File: src/core/gpcm_pkg.sv
// Constants shared by the multiplexed GPIO pin configuration block.
// Assumes a 32-bit APB register bus and ten multiplexed pins.
package gpcm_pkg;

    // ****************************************************************
    // Pin numbering and register indices
    // ****************************************************************
    localparam int GPCM_NPINS = 10;
    localparam int GPCM_AW = 12;
    // Pin slots: 0 indicator, 1..4 bank-1 pins 4..7, 5..8 bank-5 pins
    // 0,2,3,4, 9 bank-6 pin 0.
    localparam logic [7:0] GPCM_CFG_IDX [0:9] = '{
        8'hE3, 8'hE4, 8'hE5, 8'hE6, 8'hE7,
        8'hC8, 8'hCA, 8'hCB, 8'hCC, 8'hD0};
    localparam logic [7:0] GPCM_CFG_RST [0:9] = '{
        8'h01, 8'h01, 8'h00, 8'h01, 8'h01,
        8'h01, 8'h09, 8'h01, 8'h01, 8'h01};
    localparam logic [7:0] GPCM_IDX_GRP2_MAP = 8'hEF;
    localparam logic [7:0] GPCM_IDX_GRP1_MAP = 8'hF0;
    localparam logic [7:0] GPCM_IDX_DATA = 8'hF8;
    localparam logic [7:0] GPCM_IDX_STATUS = 8'hF9;
    localparam logic [7:0] GPCM_IDX_ENABLE = 8'hFA;
    localparam logic [7:0] GPCM_IDX_CLEAR = 8'hFB;
    localparam logic [7:0] GPCM_MAP_RST = 8'h00;
    localparam logic [15:0] GPCM_DATA_RST = 16'h0000;
    localparam logic [3:0] GPCM_IRQ_RST = 4'h0;

    // ****************************************************************
    // Field positions
    // ****************************************************************
    localparam int GPCM_BIT_DIR = 0;
    localparam int GPCM_BIT_POL = 1;
    localparam int GPCM_BIT_GRP1 = 2;
    localparam int GPCM_BIT_FSEL_LO = 3;
    localparam int GPCM_BIT_FSEL_HI = 4;
    localparam int GPCM_BIT_GRP2 = 5;
    localparam int GPCM_BIT_ODRAIN = 7;
    localparam int GPCM_MAP_LO = 4;
    localparam int GPCM_MAP_HI = 7;
    localparam int GPCM_BANK1_LAST = 4;
    // Status bit positions.
    localparam int GPCM_ST_EDGE3 = 0;
    localparam int GPCM_ST_EDGE4 = 1;
    localparam int GPCM_ST_GRP1 = 2;
    localparam int GPCM_ST_GRP2 = 3;

    // ****************************************************************
    // Two-bit function select codes
    // ****************************************************************
    localparam logic [1:0] GPCM_F00 = 2'h0;
    localparam logic [1:0] GPCM_F01 = 2'h1;
    localparam logic [1:0] GPCM_F10 = 2'h2;
    localparam logic [1:0] GPCM_F11 = 2'h3;
    localparam logic [3:0] GPCM_MAP_OFF = 4'h0;

endpackage

File: src/core/gpcm_top.sv
// Configuration and function multiplexing for ten general purpose pins.
// Assumes one 50 MHz clock, synchronous reset and an APB master; pins
// arrive asynchronously, alternate-function units share the clock.
`timescale 1ns/1ps

// How it works
// - Bit 0 high makes pin input in GPIO mode.
// - Bit 1 inverts pin value both ways.
// - Bank-1 bit 2 joins combined group one.
// - Bank-5/6 bit 5 joins combined group two.
// - Bit 7 selects open-drain over push-pull.
// - Indicator pin bit 3 routes LED output.
// - Bank-1 pin 4 bit 3: infrared receive.
// - Bank-1 pin 5 bit 3: infrared transmit.
// - Bank-1 pin 6 bit 3: floppy motor.
// - Bank-1 pin 7 bit 3: floppy select.
// - Bank-5 pin 0: PCI clock, IRQ14, GPIO.
// - Bank-5 pin 2: density, GPIO, IRQ8, SMI.
// - Bank-5 pin 3: ROM select, IRQ11, GPIO, edge.
// - Bank-5 pin 4: ROM enable, IRQ12, GPIO, edge.
// - Bank-6 pin 0: ROM data, IRQ1, GPIO, SMI.
// - Reserved configuration bits change nothing.
// - Reset loads each configuration default value.
// - Group mapping field picks IRQ, zero disables.
module gpcm_top
    import gpcm_pkg::*;
#(
    parameter int NPINS = gpcm_pkg::GPCM_NPINS
) (
    input wire logic ref_clk, // System clock, 50 MHz.
    input wire logic reset, // Synchronous reset, active high.
    input wire logic psel, // APB select.
    input wire logic penable, // APB access phase.
    input wire logic pwrite, // APB direction, high for write.
    input wire logic [gpcm_pkg::GPCM_AW-1:0] paddr, // APB byte address.
    input wire logic [31:0] pwdata, // APB write data.
    input wire logic [3:0] pstrb, // APB byte lane strobes.
    output logic [31:0] prdata, // APB read data.
    output logic pready, // APB ready.
    output logic pslverr, // APB error, unmapped address.
    input wire logic [NPINS-1:0] pin_in, // Pin levels from pads.
    output logic [NPINS-1:0] pin_out, // Pin drive levels.
    output logic [NPINS-1:0] pin_oe, // Pin drive enables.
    input wire logic led_drive, // LED function level.
    input wire logic infrared_transmit_2, // Second IR transmit.
    input wire logic floppy_motor_enable_1, // Drive 1 motor level.
    input wire logic floppy_drive_select_1, // Drive 1 select level.
    input wire logic drive_density_select_1, // Density select level.
    input wire logic bios_rom_chip_select, // ROM chip select level.
    input wire logic bios_rom_output_enable, // ROM output enable level.
    input wire logic system_mgmt_interrupt_out, // SMI level.
    input wire logic rom_data_bit0_out, // ROM data bit 0 to drive.
    input wire logic rom_data_bit0_oe, // ROM data bit 0 drive enable.
    output logic infrared_receive_2, // Second IR receive.
    output logic pci_clock_in, // PCI clock seen on the pin.
    output logic irq1_req, // IRQ1 request from pin.
    output logic irq8_req, // IRQ8 request from pin.
    output logic irq11_req, // IRQ11 request from pin.
    output logic irq12_req, // IRQ12 request from pin.
    output logic irq14_req, // IRQ14 request from pin.
    output logic rom_data_bit0_in, // ROM data bit 0 from pin.
    output logic [15:0] combined_irq, // Combined group IRQ lines.
    output logic irq // Block interrupt, level.
);

    // ****************************************************************
    // State
    // ****************************************************************
    logic [7:0] cfg_reg [0:NPINS-1];
    logic [7:0] grp1_map_reg;
    logic [7:0] grp2_map_reg;
    logic [15:0] data_reg;
    logic [3:0] status_reg;
    logic [3:0] enable_reg;
    logic [NPINS-1:0] sync1_reg;
    logic [NPINS-1:0] sync2_reg;
    logic [1:0] edge_prev_reg;
    logic grp1_prev_reg;
    logic grp2_prev_reg;

    logic [NPINS-1:0] adj_in;
    logic [NPINS-1:0] is_gpio;
    logic [NPINS-1:0] alt_drv;
    logic [NPINS-1:0] alt_val;
    logic [NPINS-1:0] pin_out_next;
    logic [NPINS-1:0] pin_oe_next;
    logic [1:0] fsel [0:NPINS-1];
    logic grp1_act;
    logic grp2_act;
    logic [3:0] events;
    logic [7:0] idx;
    logic addr_ok;
    logic hit;
    logic [31:0] rdata_next;
    logic wr_en;
    logic [15:0] wmask;

    // ****************************************************************
    // Pin input synchroniser
    // ****************************************************************
    // Two flops isolate the asynchronous pads from the logic.
    always_ff @(posedge ref_clk) begin
        if (reset) begin
            sync1_reg <= '0;
            sync2_reg <= '0;
        end else begin
            sync1_reg <= pin_in;
            sync2_reg <= sync1_reg;
        end
    end

    // ****************************************************************
    // Function multiplexing
    // ****************************************************************
    // Picks plain GPIO or the alternate function for each pin.
    always_comb begin
        for (int i = 0; i < NPINS; i++) begin
            fsel[i] = cfg_reg[i][GPCM_BIT_FSEL_HI:GPCM_BIT_FSEL_LO];
            adj_in[i] = sync2_reg[i] ^ cfg_reg[i][GPCM_BIT_POL];
            is_gpio[i] = 1'b1;
            alt_drv[i] = 1'b0;
            alt_val[i] = 1'b0;
        end
        // Bank-1 and indicator pins use bit 3 alone.
        if (cfg_reg[0][GPCM_BIT_FSEL_LO]) begin
            is_gpio[0] = 1'b0;
            alt_drv[0] = 1'b1;
            alt_val[0] = led_drive;
        end
        is_gpio[1] = !cfg_reg[1][GPCM_BIT_FSEL_LO];
        if (cfg_reg[2][GPCM_BIT_FSEL_LO]) begin
            is_gpio[2] = 1'b0;
            alt_drv[2] = 1'b1;
            alt_val[2] = infrared_transmit_2;
        end
        if (cfg_reg[3][GPCM_BIT_FSEL_LO]) begin
            is_gpio[3] = 1'b0;
            alt_drv[3] = 1'b1;
            alt_val[3] = floppy_motor_enable_1;
        end
        if (cfg_reg[4][GPCM_BIT_FSEL_LO]) begin
            is_gpio[4] = 1'b0;
            alt_drv[4] = 1'b1;
            alt_val[4] = floppy_drive_select_1;
        end
        // Bank-5 pin 0: only 10 is GPIO; 11 leaves the pin idle.
        is_gpio[5] = (fsel[5] == GPCM_F10);
        // Bank-5 pin 2.
        is_gpio[6] = (fsel[6] == GPCM_F01);
        if (fsel[6] == GPCM_F00) begin
            alt_drv[6] = 1'b1;
            alt_val[6] = drive_density_select_1;
        end else if (fsel[6] == GPCM_F11) begin
            alt_drv[6] = 1'b1;
            alt_val[6] = system_mgmt_interrupt_out;
        end
        // Bank-5 pins 3 and 4.
        is_gpio[7] = (fsel[7] == GPCM_F10);
        if (fsel[7] == GPCM_F00) begin
            alt_drv[7] = 1'b1;
            alt_val[7] = bios_rom_chip_select;
        end
        is_gpio[8] = (fsel[8] == GPCM_F10);
        if (fsel[8] == GPCM_F00) begin
            alt_drv[8] = 1'b1;
            alt_val[8] = bios_rom_output_enable;
        end
        // Bank-6 pin 0; the ROM data path turns around on its enable.
        is_gpio[9] = (fsel[9] == GPCM_F10);
        if (fsel[9] == GPCM_F00) begin
            alt_drv[9] = rom_data_bit0_oe;
            alt_val[9] = rom_data_bit0_out;
        end else if (fsel[9] == GPCM_F11) begin
            alt_drv[9] = 1'b1;
            alt_val[9] = system_mgmt_interrupt_out;
        end
    end

    // ****************************************************************
    // Pad drive
    // ****************************************************************
    // Open-drain pins only pull low; push-pull pins drive both levels.
    always_comb begin
        for (int i = 0; i < NPINS; i++) begin
            logic drv;
            logic lvl;
            drv = alt_drv[i] | (is_gpio[i] & !cfg_reg[i][GPCM_BIT_DIR]);
            lvl = (alt_drv[i] ? alt_val[i] : data_reg[i])
                ^ cfg_reg[i][GPCM_BIT_POL];
            if (cfg_reg[i][GPCM_BIT_ODRAIN]) begin
                pin_oe_next[i] = drv & !lvl;
                pin_out_next[i] = 1'b0;
            end else begin
                pin_oe_next[i] = drv;
                pin_out_next[i] = lvl;
            end
        end
    end

    // Registers the pad drive.
    always_ff @(posedge ref_clk) begin
        if (reset) begin
            pin_out <= '0;
            pin_oe <= '0;
        end else begin
            pin_out <= pin_out_next;
            pin_oe <= pin_oe_next;
        end
    end

    // ****************************************************************
    // Inputs routed to alternate units
    // ****************************************************************
    // Each routed input is low unless its function is selected.
    always_ff @(posedge ref_clk) begin
        if (reset) begin
            infrared_receive_2 <= 1'b0;
            pci_clock_in <= 1'b0;
            irq14_req <= 1'b0;
            irq8_req <= 1'b0;
            irq11_req <= 1'b0;
            irq12_req <= 1'b0;
            irq1_req <= 1'b0;
            rom_data_bit0_in <= 1'b0;
        end else begin
            infrared_receive_2 <= !is_gpio[1] & adj_in[1];
            pci_clock_in <= (fsel[5] == GPCM_F00) & adj_in[5];
            irq14_req <= (fsel[5] == GPCM_F01) & adj_in[5];
            irq8_req <= (fsel[6] == GPCM_F10) & adj_in[6];
            irq11_req <= (fsel[7] == GPCM_F01) & adj_in[7];
            irq12_req <= (fsel[8] == GPCM_F01) & adj_in[8];
            irq1_req <= (fsel[9] == GPCM_F01) & adj_in[9];
            rom_data_bit0_in <= (fsel[9] == GPCM_F00) & adj_in[9];
        end
    end

    // ****************************************************************
    // Combined groups and events
    // ****************************************************************
    // A group is active while any member GPIO input reads high.
    always_comb begin
        grp1_act = 1'b0;
        grp2_act = 1'b0;
        for (int i = 0; i < NPINS; i++) begin
            if (i <= GPCM_BANK1_LAST) begin
                grp1_act = grp1_act | (cfg_reg[i][GPCM_BIT_GRP1]
                    & is_gpio[i] & adj_in[i]);
            end else begin
                grp2_act = grp2_act | (cfg_reg[i][GPCM_BIT_GRP2]
                    & is_gpio[i] & adj_in[i]);
            end
        end
        events = '0;
        events[GPCM_ST_EDGE3] = (fsel[7] == GPCM_F11)
            & (adj_in[7] ^ edge_prev_reg[0]);
        events[GPCM_ST_EDGE4] = (fsel[8] == GPCM_F11)
            & (adj_in[8] ^ edge_prev_reg[1]);
        events[GPCM_ST_GRP1] = grp1_act & !grp1_prev_reg;
        events[GPCM_ST_GRP2] = grp2_act & !grp2_prev_reg;
    end

    // Keeps the previous levels for edge detection.
    always_ff @(posedge ref_clk) begin
        if (reset) begin
            edge_prev_reg <= '0;
            grp1_prev_reg <= 1'b0;
            grp2_prev_reg <= 1'b0;
        end else begin
            edge_prev_reg <= {adj_in[8], adj_in[7]};
            grp1_prev_reg <= grp1_act;
            grp2_prev_reg <= grp2_act;
        end
    end

    // Drives the IRQ line chosen by each group's mapping field.
    always_ff @(posedge ref_clk) begin
        if (reset) begin
            combined_irq <= '0;
        end else begin
            combined_irq <= '0;
            if (grp1_map_reg[GPCM_MAP_HI:GPCM_MAP_LO] != GPCM_MAP_OFF) begin
                combined_irq[grp1_map_reg[GPCM_MAP_HI:GPCM_MAP_LO]]
                    <= grp1_act;
            end
            if (grp2_map_reg[GPCM_MAP_HI:GPCM_MAP_LO] != GPCM_MAP_OFF) begin
                if (grp2_act) begin
                    combined_irq[grp2_map_reg[GPCM_MAP_HI:GPCM_MAP_LO]]
                        <= 1'b1;
                end
            end
        end
    end

    // ****************************************************************
    // APB decode
    // ****************************************************************
    // Decodes the word index and builds read data in the setup cycle.
    always_comb begin
        idx = paddr[9:2];
        addr_ok = (paddr[1:0] == 2'h0) && (paddr[11:10] == 2'h0);
        hit = 1'b0;
        rdata_next = '0;
        for (int i = 0; i < NPINS; i++) begin
            if (idx == GPCM_CFG_IDX[i]) begin
                hit = 1'b1;
                rdata_next[7:0] = cfg_reg[i];
            end
        end
        case (idx)
            GPCM_IDX_GRP1_MAP: begin
                hit = 1'b1;
                rdata_next[7:0] = grp1_map_reg;
            end
            GPCM_IDX_GRP2_MAP: begin
                hit = 1'b1;
                rdata_next[7:0] = grp2_map_reg;
            end
            GPCM_IDX_DATA: begin
                hit = 1'b1;
                rdata_next[NPINS-1:0] = adj_in;
            end
            GPCM_IDX_STATUS: begin
                hit = 1'b1;
                rdata_next[3:0] = status_reg;
            end
            GPCM_IDX_ENABLE: begin
                hit = 1'b1;
                rdata_next[3:0] = enable_reg;
            end
            GPCM_IDX_CLEAR: begin
                hit = 1'b1;
            end
            default: begin
            end
        endcase
        hit = hit & addr_ok;
        if (!hit) begin
            rdata_next = '0;
        end
        wr_en = psel & penable & pready & pwrite & !pslverr;
        wmask = {{8{pstrb[1]}}, {8{pstrb[0]}}};
    end

    // Answers one cycle after setup, so every access has no wait state.
    always_ff @(posedge ref_clk) begin
        if (reset) begin
            pready <= 1'b0;
            pslverr <= 1'b0;
            prdata <= '0;
        end else begin
            pready <= psel & !penable;
            pslverr <= psel & !penable & !hit;
            prdata <= (psel & !penable & !pwrite) ? rdata_next : '0;
        end
    end

    // ****************************************************************
    // Register writes
    // ****************************************************************
    // Configuration bytes; reserved bits store but steer nothing.
    always_ff @(posedge ref_clk) begin
        if (reset) begin
            for (int i = 0; i < NPINS; i++) begin
                cfg_reg[i] <= GPCM_CFG_RST[i];
            end
        end else begin
            for (int i = 0; i < NPINS; i++) begin
                if (wr_en && pstrb[0] && idx == GPCM_CFG_IDX[i]) begin
                    cfg_reg[i] <= pwdata[7:0];
                end
            end
        end
    end

    // Group mapping and GPIO output data.
    always_ff @(posedge ref_clk) begin
        if (reset) begin
            grp1_map_reg <= GPCM_MAP_RST;
            grp2_map_reg <= GPCM_MAP_RST;
            data_reg <= GPCM_DATA_RST;
        end else if (wr_en) begin
            if (idx == GPCM_IDX_GRP1_MAP && pstrb[0]) begin
                grp1_map_reg <= pwdata[7:0];
            end
            if (idx == GPCM_IDX_GRP2_MAP && pstrb[0]) begin
                grp2_map_reg <= pwdata[7:0];
            end
            if (idx == GPCM_IDX_DATA) begin
                data_reg <= (data_reg & ~wmask) | (pwdata[15:0] & wmask);
            end
        end
    end

    // ****************************************************************
    // Interrupt status
    // ****************************************************************
    // Sticky status; a new event wins over a clear in the same cycle.
    always_ff @(posedge ref_clk) begin
        if (reset) begin
            status_reg <= GPCM_IRQ_RST;
            enable_reg <= GPCM_IRQ_RST;
        end else begin
            if (wr_en && pstrb[0] && idx == GPCM_IDX_CLEAR) begin
                status_reg <= (status_reg & ~pwdata[3:0]) | events;
            end else begin
                status_reg <= status_reg | events;
            end
            if (wr_en && pstrb[0] && idx == GPCM_IDX_ENABLE) begin
                enable_reg <= pwdata[3:0];
            end
        end
    end

    // Level interrupt from enabled status.
    always_ff @(posedge ref_clk) begin
        if (reset) begin
            irq <= 1'b0;
        end else begin
            irq <= |(status_reg & enable_reg);
        end
    end

endmodule

File: config.mk
export PLATFORM = sky130hd
export DESIGN_NAME = gpcm_top
export DESIGN_NICKNAME = d
export VERILOG_FILES = /design/src/core/gpcm_pkg.sv /design/src/core/gpcm_top.sv
export SDC_FILE = /design/constraint.sdc
export NUM_CORES = 1
export LEC_CHECK = 0
export BUFFER_PORTS_ARGS = -buffer_cell sky130_fd_sc_hd__buf_2
export CAP_MARGIN = 20
export CORE_MARGIN = 1
export CORE_UTILIZATION = 60
export DETAILED_ROUTE_END_ITERATION = 8
export GPL_TIMING_DRIVEN = 0
export PLACE_DENSITY = 0.93
export REMOVE_ABC_BUFFERS = 1
export SYNTH_ARGS = -nofsm -noshare
export SYNTH_HDL_FRONTEND = slang
export SYNTH_SLANG_ARGS = --single-unit
File: constraint.sdc
create_clock -name ref_clk -period 5.1 [get_ports ref_clk]
set_input_delay 0.51 -clock ref_clk [delete_from_list [all_inputs] [get_ports ref_clk]]
set_output_delay 0.51 -clock ref_clk [all_outputs]
set_load 0.1 [all_outputs]
==> results of run 1 <==
area by class of cell:
cell class | instances | area (µm²)
clock buffer | 25 | 518
clock inverter | 7 | 45.0
fill | 1050 | 4210
inverter | 14 | 52.6
multi-input combinational | 579 | 3670
sequential | 195 | 4700
tap | 180 | 225
timing repair buffer | 110 | 558
stage by stage:
step | cells | utilization, % | hold slack, ns | area [µm²] | worst slack [ns]
final | 1110 | 69.9 | 0.267 | 9770 | 1.81
after global routing | 1110 | 69.9 | 0.277 | 9770 | 1.72
after CTS | 1105 | 69.7 | 0.259 | 9740 | 1.93
after detailed placement | 1073 | 65.6 | 0.422 | 9180 | 1.48
after global placement | 1073 | 65.6 | 0.417 | 9180 | 1.37
after floorplan | 788 | - | 0.414 | 8430 | 2.13
worst register-to-register path: stages (launching register included):
cell,delay [ns]
dfxtp_1,0.33
nand4_1,0.14
or3b_1,0.82
nand2b_1,0.59
nor3_2,0.46
nand2b_1,0.11
layer usage:
metal / vias to the layer above / part of all wire, % / GRT usage [%]
li1: 3104 / - / -
met1: 3282 / 38 / 41.5
met2: 441 / 47 / 51.1
met3: 94 / 10 / 8.22
met4: 0 / 4.8 / 18.5
met5: - / 0 / 0
final timing paths:
kind / from / end / cells after the start
setup / recovery: paddr[3] / flop / 6
hold reg to reg: sync1_reg[8] / sync2_reg[8] / 1
setup reg to reg: pready / cfg_reg[6][0] / 5
hold / removal: pin_in[0] / sync1_reg[0] / 2
cells by family after synthesis:
group	Yosys count
simple gates	325
flops	195
compound gates	162
buf+inv	76
mux	43
xor+xnor	22
fa+ha+maj	4
other cells	1
Yosys cell counts, drive strengths merged (11+ instances only):
cell type	number	area share, %
nand3	17	1.1
inv	14	0.60
nand2	48	2.1
edfxtp	80	28
o22ai	26	1.9
mux2i	36	4.1
nor3	18	1.4
buf	38	3.0
nand2b	14	1.0
and2	71	5.1
dfxtp	115	26
nor3b	14	1.3
o21ai	29	1.7
a22oi	11	0.95
or3	11	0.79
xnor2	15	1.5
clkbuf	24	1.0
nor2	74	3.2
a21oi	42	2.4
nor2b	26	1.9
report_power, final:
group / switching [mW] / leakage [nW] / internal [mW]
Combinational: 0.256 / 1.78 / 0.0615
Sequential: 0.0213 / 1.77 / 1.65
Clock: 0.571 / 0.283 / 0.709
==> run_results.csv, run 1 <==
group,metric,value,unit
logic_synthesis,yosysWarningCount,0,
setup_path,crit_arrival,3.66,ns
setup_path,cp-end-kind,"flop",
die,initial_core_util,62.2,%
die,num_io_pins,152,
die,core.rowCount,43,
global_routing,first_pass_grt_wire_length,36100,µm
clocking,cts-root-to-sink-buffers,2,
logic_synthesis,cells_after_synth,828,
sta,fin_setup_tns,0,ns
setup_path,setup.worst_path.start_class,"input port",
clocking,cts_sinks,195,
clocking,cts_tree,"built",
global_routing,antenna_found_initial,0,
finish,most-common-layout-cells,"115 x dfxtp_1, 106 x buf_2, 80 x edfxtp_1, 74 x nor2_1, 70 x and2_1",
detailed_routing,violation_count_after_the_first_detailed_routing_iteration,684,
die,floorplan.die.width,122,µm
setup_path,timing.reg2reg.setup_slack,2.38,ns
clocking,ctsHtreeMaxLevel,4,
logic_synthesis,synth_ff_type,"dfxtp_1",
setup_path,worst-path-buf-inv,1,
clocking,cts_repair_resize_count,0,
logic_synthesis,simple_logic_cell_fraction_of_the_synthesized_area,20.8,%
clocking,post_cts_setup_buffer_count,0,
detailed_routing,routed_wl,23500,µm
setup_path,worstPathMaxFanout,33,
sta,timing.fmax,304,MHz
logic_synthesis,synth_cell_types,68,
clocking,clk_pin_slew,0.07,ns
setup_path,criticalPathCategory,"in2reg",
setup_path,crit_family,"simple AND/OR/NAND/NOR gates",
sta,worst_margin_slew,1.06,ns
detailed_routing,detailroute.via_count,6921,
logic_synthesis,syn-cell-area,8700,µm²
logic_synthesis,post_synth_xor_area_fraction,2.22,%
setup_path,worstPathCellList,"buf_2 > nor4b_2 > nand3_1 > nor2_1 > nand2_1 > a21oi_1",
setup_path,critPathSlowestCell,"nor2_1",
placement,io_buffer_count,105,
clocking,root_buffer,"clkbuf_16",
logic_synthesis,number_of_enable_flip_flop_cells_after_synthesis,80,
power_and_ir_drop,vdd_ir_drop_max,0.210,mV
sta,setup-violations-final,0,
power_and_ir_drop,post-layout-total-power,3.27,mW
sta,period_share,64.6,%
sta,rsz0062_at_grt,"no",
global_routing,global_route.overflow_total,0,
finish,final_net_count,994,
finish,insertedDiodeCount,0,
die,chipHeight,122,µm
logic_synthesis,post_synthesis_adder_cell_area_fraction,0.576,%
global_routing,first_global_vias,6563,
min_path,hold_path_class,"in2reg",
detailed_routing,antenna_left,0,
power_and_ir_drop,power_density,335,nW/µm²
finish,mostFrequentLayoutCell,"dfxtp_1",
finish,largest_reg_flops,80,
logic_synthesis,avgSynthCellArea,10.5,µm²
logic_synthesis,register_bit_total_from_synthesis,195,
setup_path,slowest_delay,1.12,ns
logic_synthesis,synth_compound_area_share,12.4,%
power_and_ir_drop,p_leak,3.84,nW
sta,post-route-min-period,3.29,ns
placement,place_congestion,0.972,
detailed_routing,drt_pre_antenna_iters,5,
logic_synthesis,synth_sequential_area_ratio,54.1,%
detailed_routing,route.detailed.vias_per_inst,6.24,
global_routing,pin_count_of_the_biggest_net_entering_global_routing,88,
global_routing,grt_usage,32.7,%
logic_synthesis,async_reset_ff_share,0,%
finish,layout-drive-gt1-share,17.5,%
sta,relSlewSlack,29.6,%
clocking,cts-buffers-inserted,17,
clocking,worstSkewPairLatency,0.45,ns
die,design.die.area,15000,µm²
sta,final-hold-violation-count,0,
placement,detailed_place_hpwl,15800,µm
setup_path,cp.required,5.47,ns
logic_synthesis,synth_top_family_by_area,"simple AND/OR/NAND/NOR gates",
run,drv.max_cap_violation_count,0,
logic_synthesis,synthMuxAreaShare,5.18,%
detailed_routing,drc_errors,0,
detailed_routing,wl_per_cell,21.2,µm
sta,maxSlewViolCount,0,
die,core,14000,µm²
finish,areaGrowthSynthToFinish,12.4,%
status,status,"finished clean",
clocking,cts-hold-fix-buffers,0,
sta,clock_skew,0.00967,ns
Note: power is estimated with default switching activity, not from simulation.
==> run 2, diff against run 1 <==
- CORE_UTILIZATION: 60 -> 51
- PLACE_DENSITY: 0.93 -> 0.85
- clock period: 5.1 -> 2.67 ns (I/O delays scaled with it)
==> run_results.csv, run 2 (synthesis results as in run 1) <==
group,metric,value,unit
detailed_routing,antenna_left,0,
clocking,root_buffer,"clkbuf_16",
sta,timing.fmax,399,MHz
setup_path,crit_start,"reset",
detailed_routing,drc_errors,0,
setup_path,worstSetupEndpoint,"cfg_reg[0][5]",
setup_path,worstPathCellList,"buf_4 > inv_1 > nand2b_1 > nor2_1 > and2_1",
global_routing,first_global_vias,6264,
detailed_routing,routed_wl,23000,µm
power_and_ir_drop,post-layout-total-power,6.24,mW
setup_path,timing.reg2reg.setup_slack,0.19,ns
status,status,"finished clean",
sta,post-route-min-period,2.50,ns
setup_path,worstPathMaxFanout,87,
finish,layout-drive-gt1-share,17.8,%
setup_path,critPathSlowestCell,"buf_4",
setup_path,cp-end-kind,"flop",
placement,place_congestion,0.960,
finish,utilization,59.0,%
die,core.rowCount,47,
placement,dp_cells,1113,
detailed_routing,wl_per_cell,20.0,µm
min_path,whs_path_depth,2,
setup_path,criticalPathCategory,"in2reg",
placement,io_buffer_count,105,
clocking,clk_pin_slew,0.07,ns
die,initial_core_util,52.3,%
sta,clock_skew,0.00719,ns
die,design.die.area,17600,µm²
sta,relSlewSlack,34.6,%
clocking,worstSkewPairLatency,0.45,ns
sta,holdWs,0.0228,ns
sta,setup-violations-final,0,
clocking,cts-buffers-inserted,17,
setup_path,setup.worst_path.start_class,"input port",
sta,maxSlewViolCount,0,
finish,mostFrequentLayoutCell,"dfxtp_1",
setup_path,worst-path-stages,5,
sta,worst_margin_slew,0.981,ns
detailed_routing,detailroute.via_count,6699,
clocking,cts_sinks,195,
finish,num-fill-cells,1410,
die,num_io_pins,152,
global_routing,global_route.overflow_total,0,
sta,period_share,93.8,%
setup_path,slowest_delay,0.70,ns
setup_path,regToRegEndpoint,"combined_irq[15]",
clocking,ctsHtreeMaxLevel,4,
finish,areaGrowthSynthToFinish,13.0,%
detailed_routing,route.detailed.vias_per_inst,5.85,
global_routing,pin_count_of_the_biggest_net_entering_global_routing,88,
detailed_routing,violation_count_after_the_first_detailed_routing_iteration,827,
die,floorplan.die.width,133,µm
placement,detailed_place_hpwl,15700,µm
min_path,hold_path_startpoint,"pin_in[0]",
min_path,hold_path_class,"in2reg",
global_routing,grt_usage,27.0,%
setup_path,cp.required,2.88,ns
setup_path,rr_worst_depth,6,
finish,stdcell_count,1146,
finish,most-common-layout-cells,"115 x dfxtp_1, 104 x buf_2, 80 x edfxtp_1, 73 x nor2_1, 70 x and2_1",
sta,rsz0062_at_grt,"no",
clocking,cts-root-to-sink-buffers,2,
global_routing,first_pass_grt_wire_length,35200,µm
global_routing,antenna_found_initial,1,
setup_path,worst-path-buf-inv,2,
die,core,16600,µm²
power_and_ir_drop,vdd_ir_drop_max,0.486,mV
setup_path,crit-reg2reg-launch,"cfg_reg[5][1]",
detailed_routing,drt_pre_antenna_iters,6,
clocking,post_cts_setup_buffer_count,0,
sta,final-hold-violation-count,0,
power_and_ir_drop,p_leak,3.81,nW
clocking,cts_tree,"built",
finish,largest_reg_flops,80,
setup_path,crit_family,"buffers and inverters",
run,drv.max_cap_violation_count,0,
die,chipHeight,133,µm
power_and_ir_drop,power_density,635,nW/µm²
setup_path,crit_arrival,2.71,ns
finish,final_net_count,989,
## run 2: cell count changes in the layout (fill, tap and decap cells not counted), sizes merged
| cell | previous run | this run |
|---|---|---|
| buf | 107 | 105 |
| bufinv | 0 | 1 |
| clkbuf | 28 | 19 |
| clkinv | 4 | 5 |
| clkinvlp | 0 | 3 |
| diode | 0 | 1 |
| inv | 17 | 18 |
## run 2: metal layers
| layer | GRT usage (%) | vias up | share of wire (%) |
|---|---|---|---|
| li1 | - | 3090 | - |
| met1 | 33.8 | 3190 | 40 |
| met2 | 43.8 | 353 | 47 |
| met3 | 6.74 | 66 | 9.3 |
| met4 | 12.6 | 0 | 3.5 |
| met5 | 0 | - | 0 |
## run 2: per-stage QoR
| stage | worst slack, ns | setup TNS, ns | cell area (µm²) |
|---|---|---|---|
| after global placement | -0.840 | -94.86 | 9230 |
| after global routing | 0.0349 | 0 | 9820 |
| final | 0.166 | 0 | 9820 |
| after floorplan | -0.299 | -13.63 | 8430 |
| after CTS | 0.0890 | 0 | 9800 |
| after detailed placement | -0.596 | -20.38 | 9230 |
## run 2: area by class of cell
| class | instances | area, µm² | share of cell area [%] |
|---|---|---|---|
| diodes | 1 | 2.50 | 0.0255 |
| clock buffers | 19 | 433 | 4.41 |
| clock inverters | 13 | 128 | 1.30 |
| inverters | 14 | 52.6 | 0.535 |
| multi-input cells | 579 | 3700 | 37.7 |
| flip-flops and latches | 195 | 4700 | 47.9 |
| well taps | 220 | 275 | 2.80 |
| repair buffers | 105 | 528 | 5.38 |
## run 2: repair_timing
item,4_1_cts,5_1_grt
endpoints found under the setup margin,40,38
hold buffers,0,0
resized for setup,7,5
## run 2: worst min path at each step
stage and end:
2_1_floorplan flop, 3_3_place_gp sync2_reg[4], 3_5_place_dp sync2_reg[4], 4_1_cts sync1_reg[0]
5_1_grt sync1_reg[4], 6_report sync1_reg[0]
## run 2: power by group
group          internal (mW)  switching (mW)  leakage (nW)  total (mW)
registers               3.16          0.0400          1.77        3.20
clock network           1.30            1.14         0.265        2.44
logic                  0.115           0.485          1.78       0.600
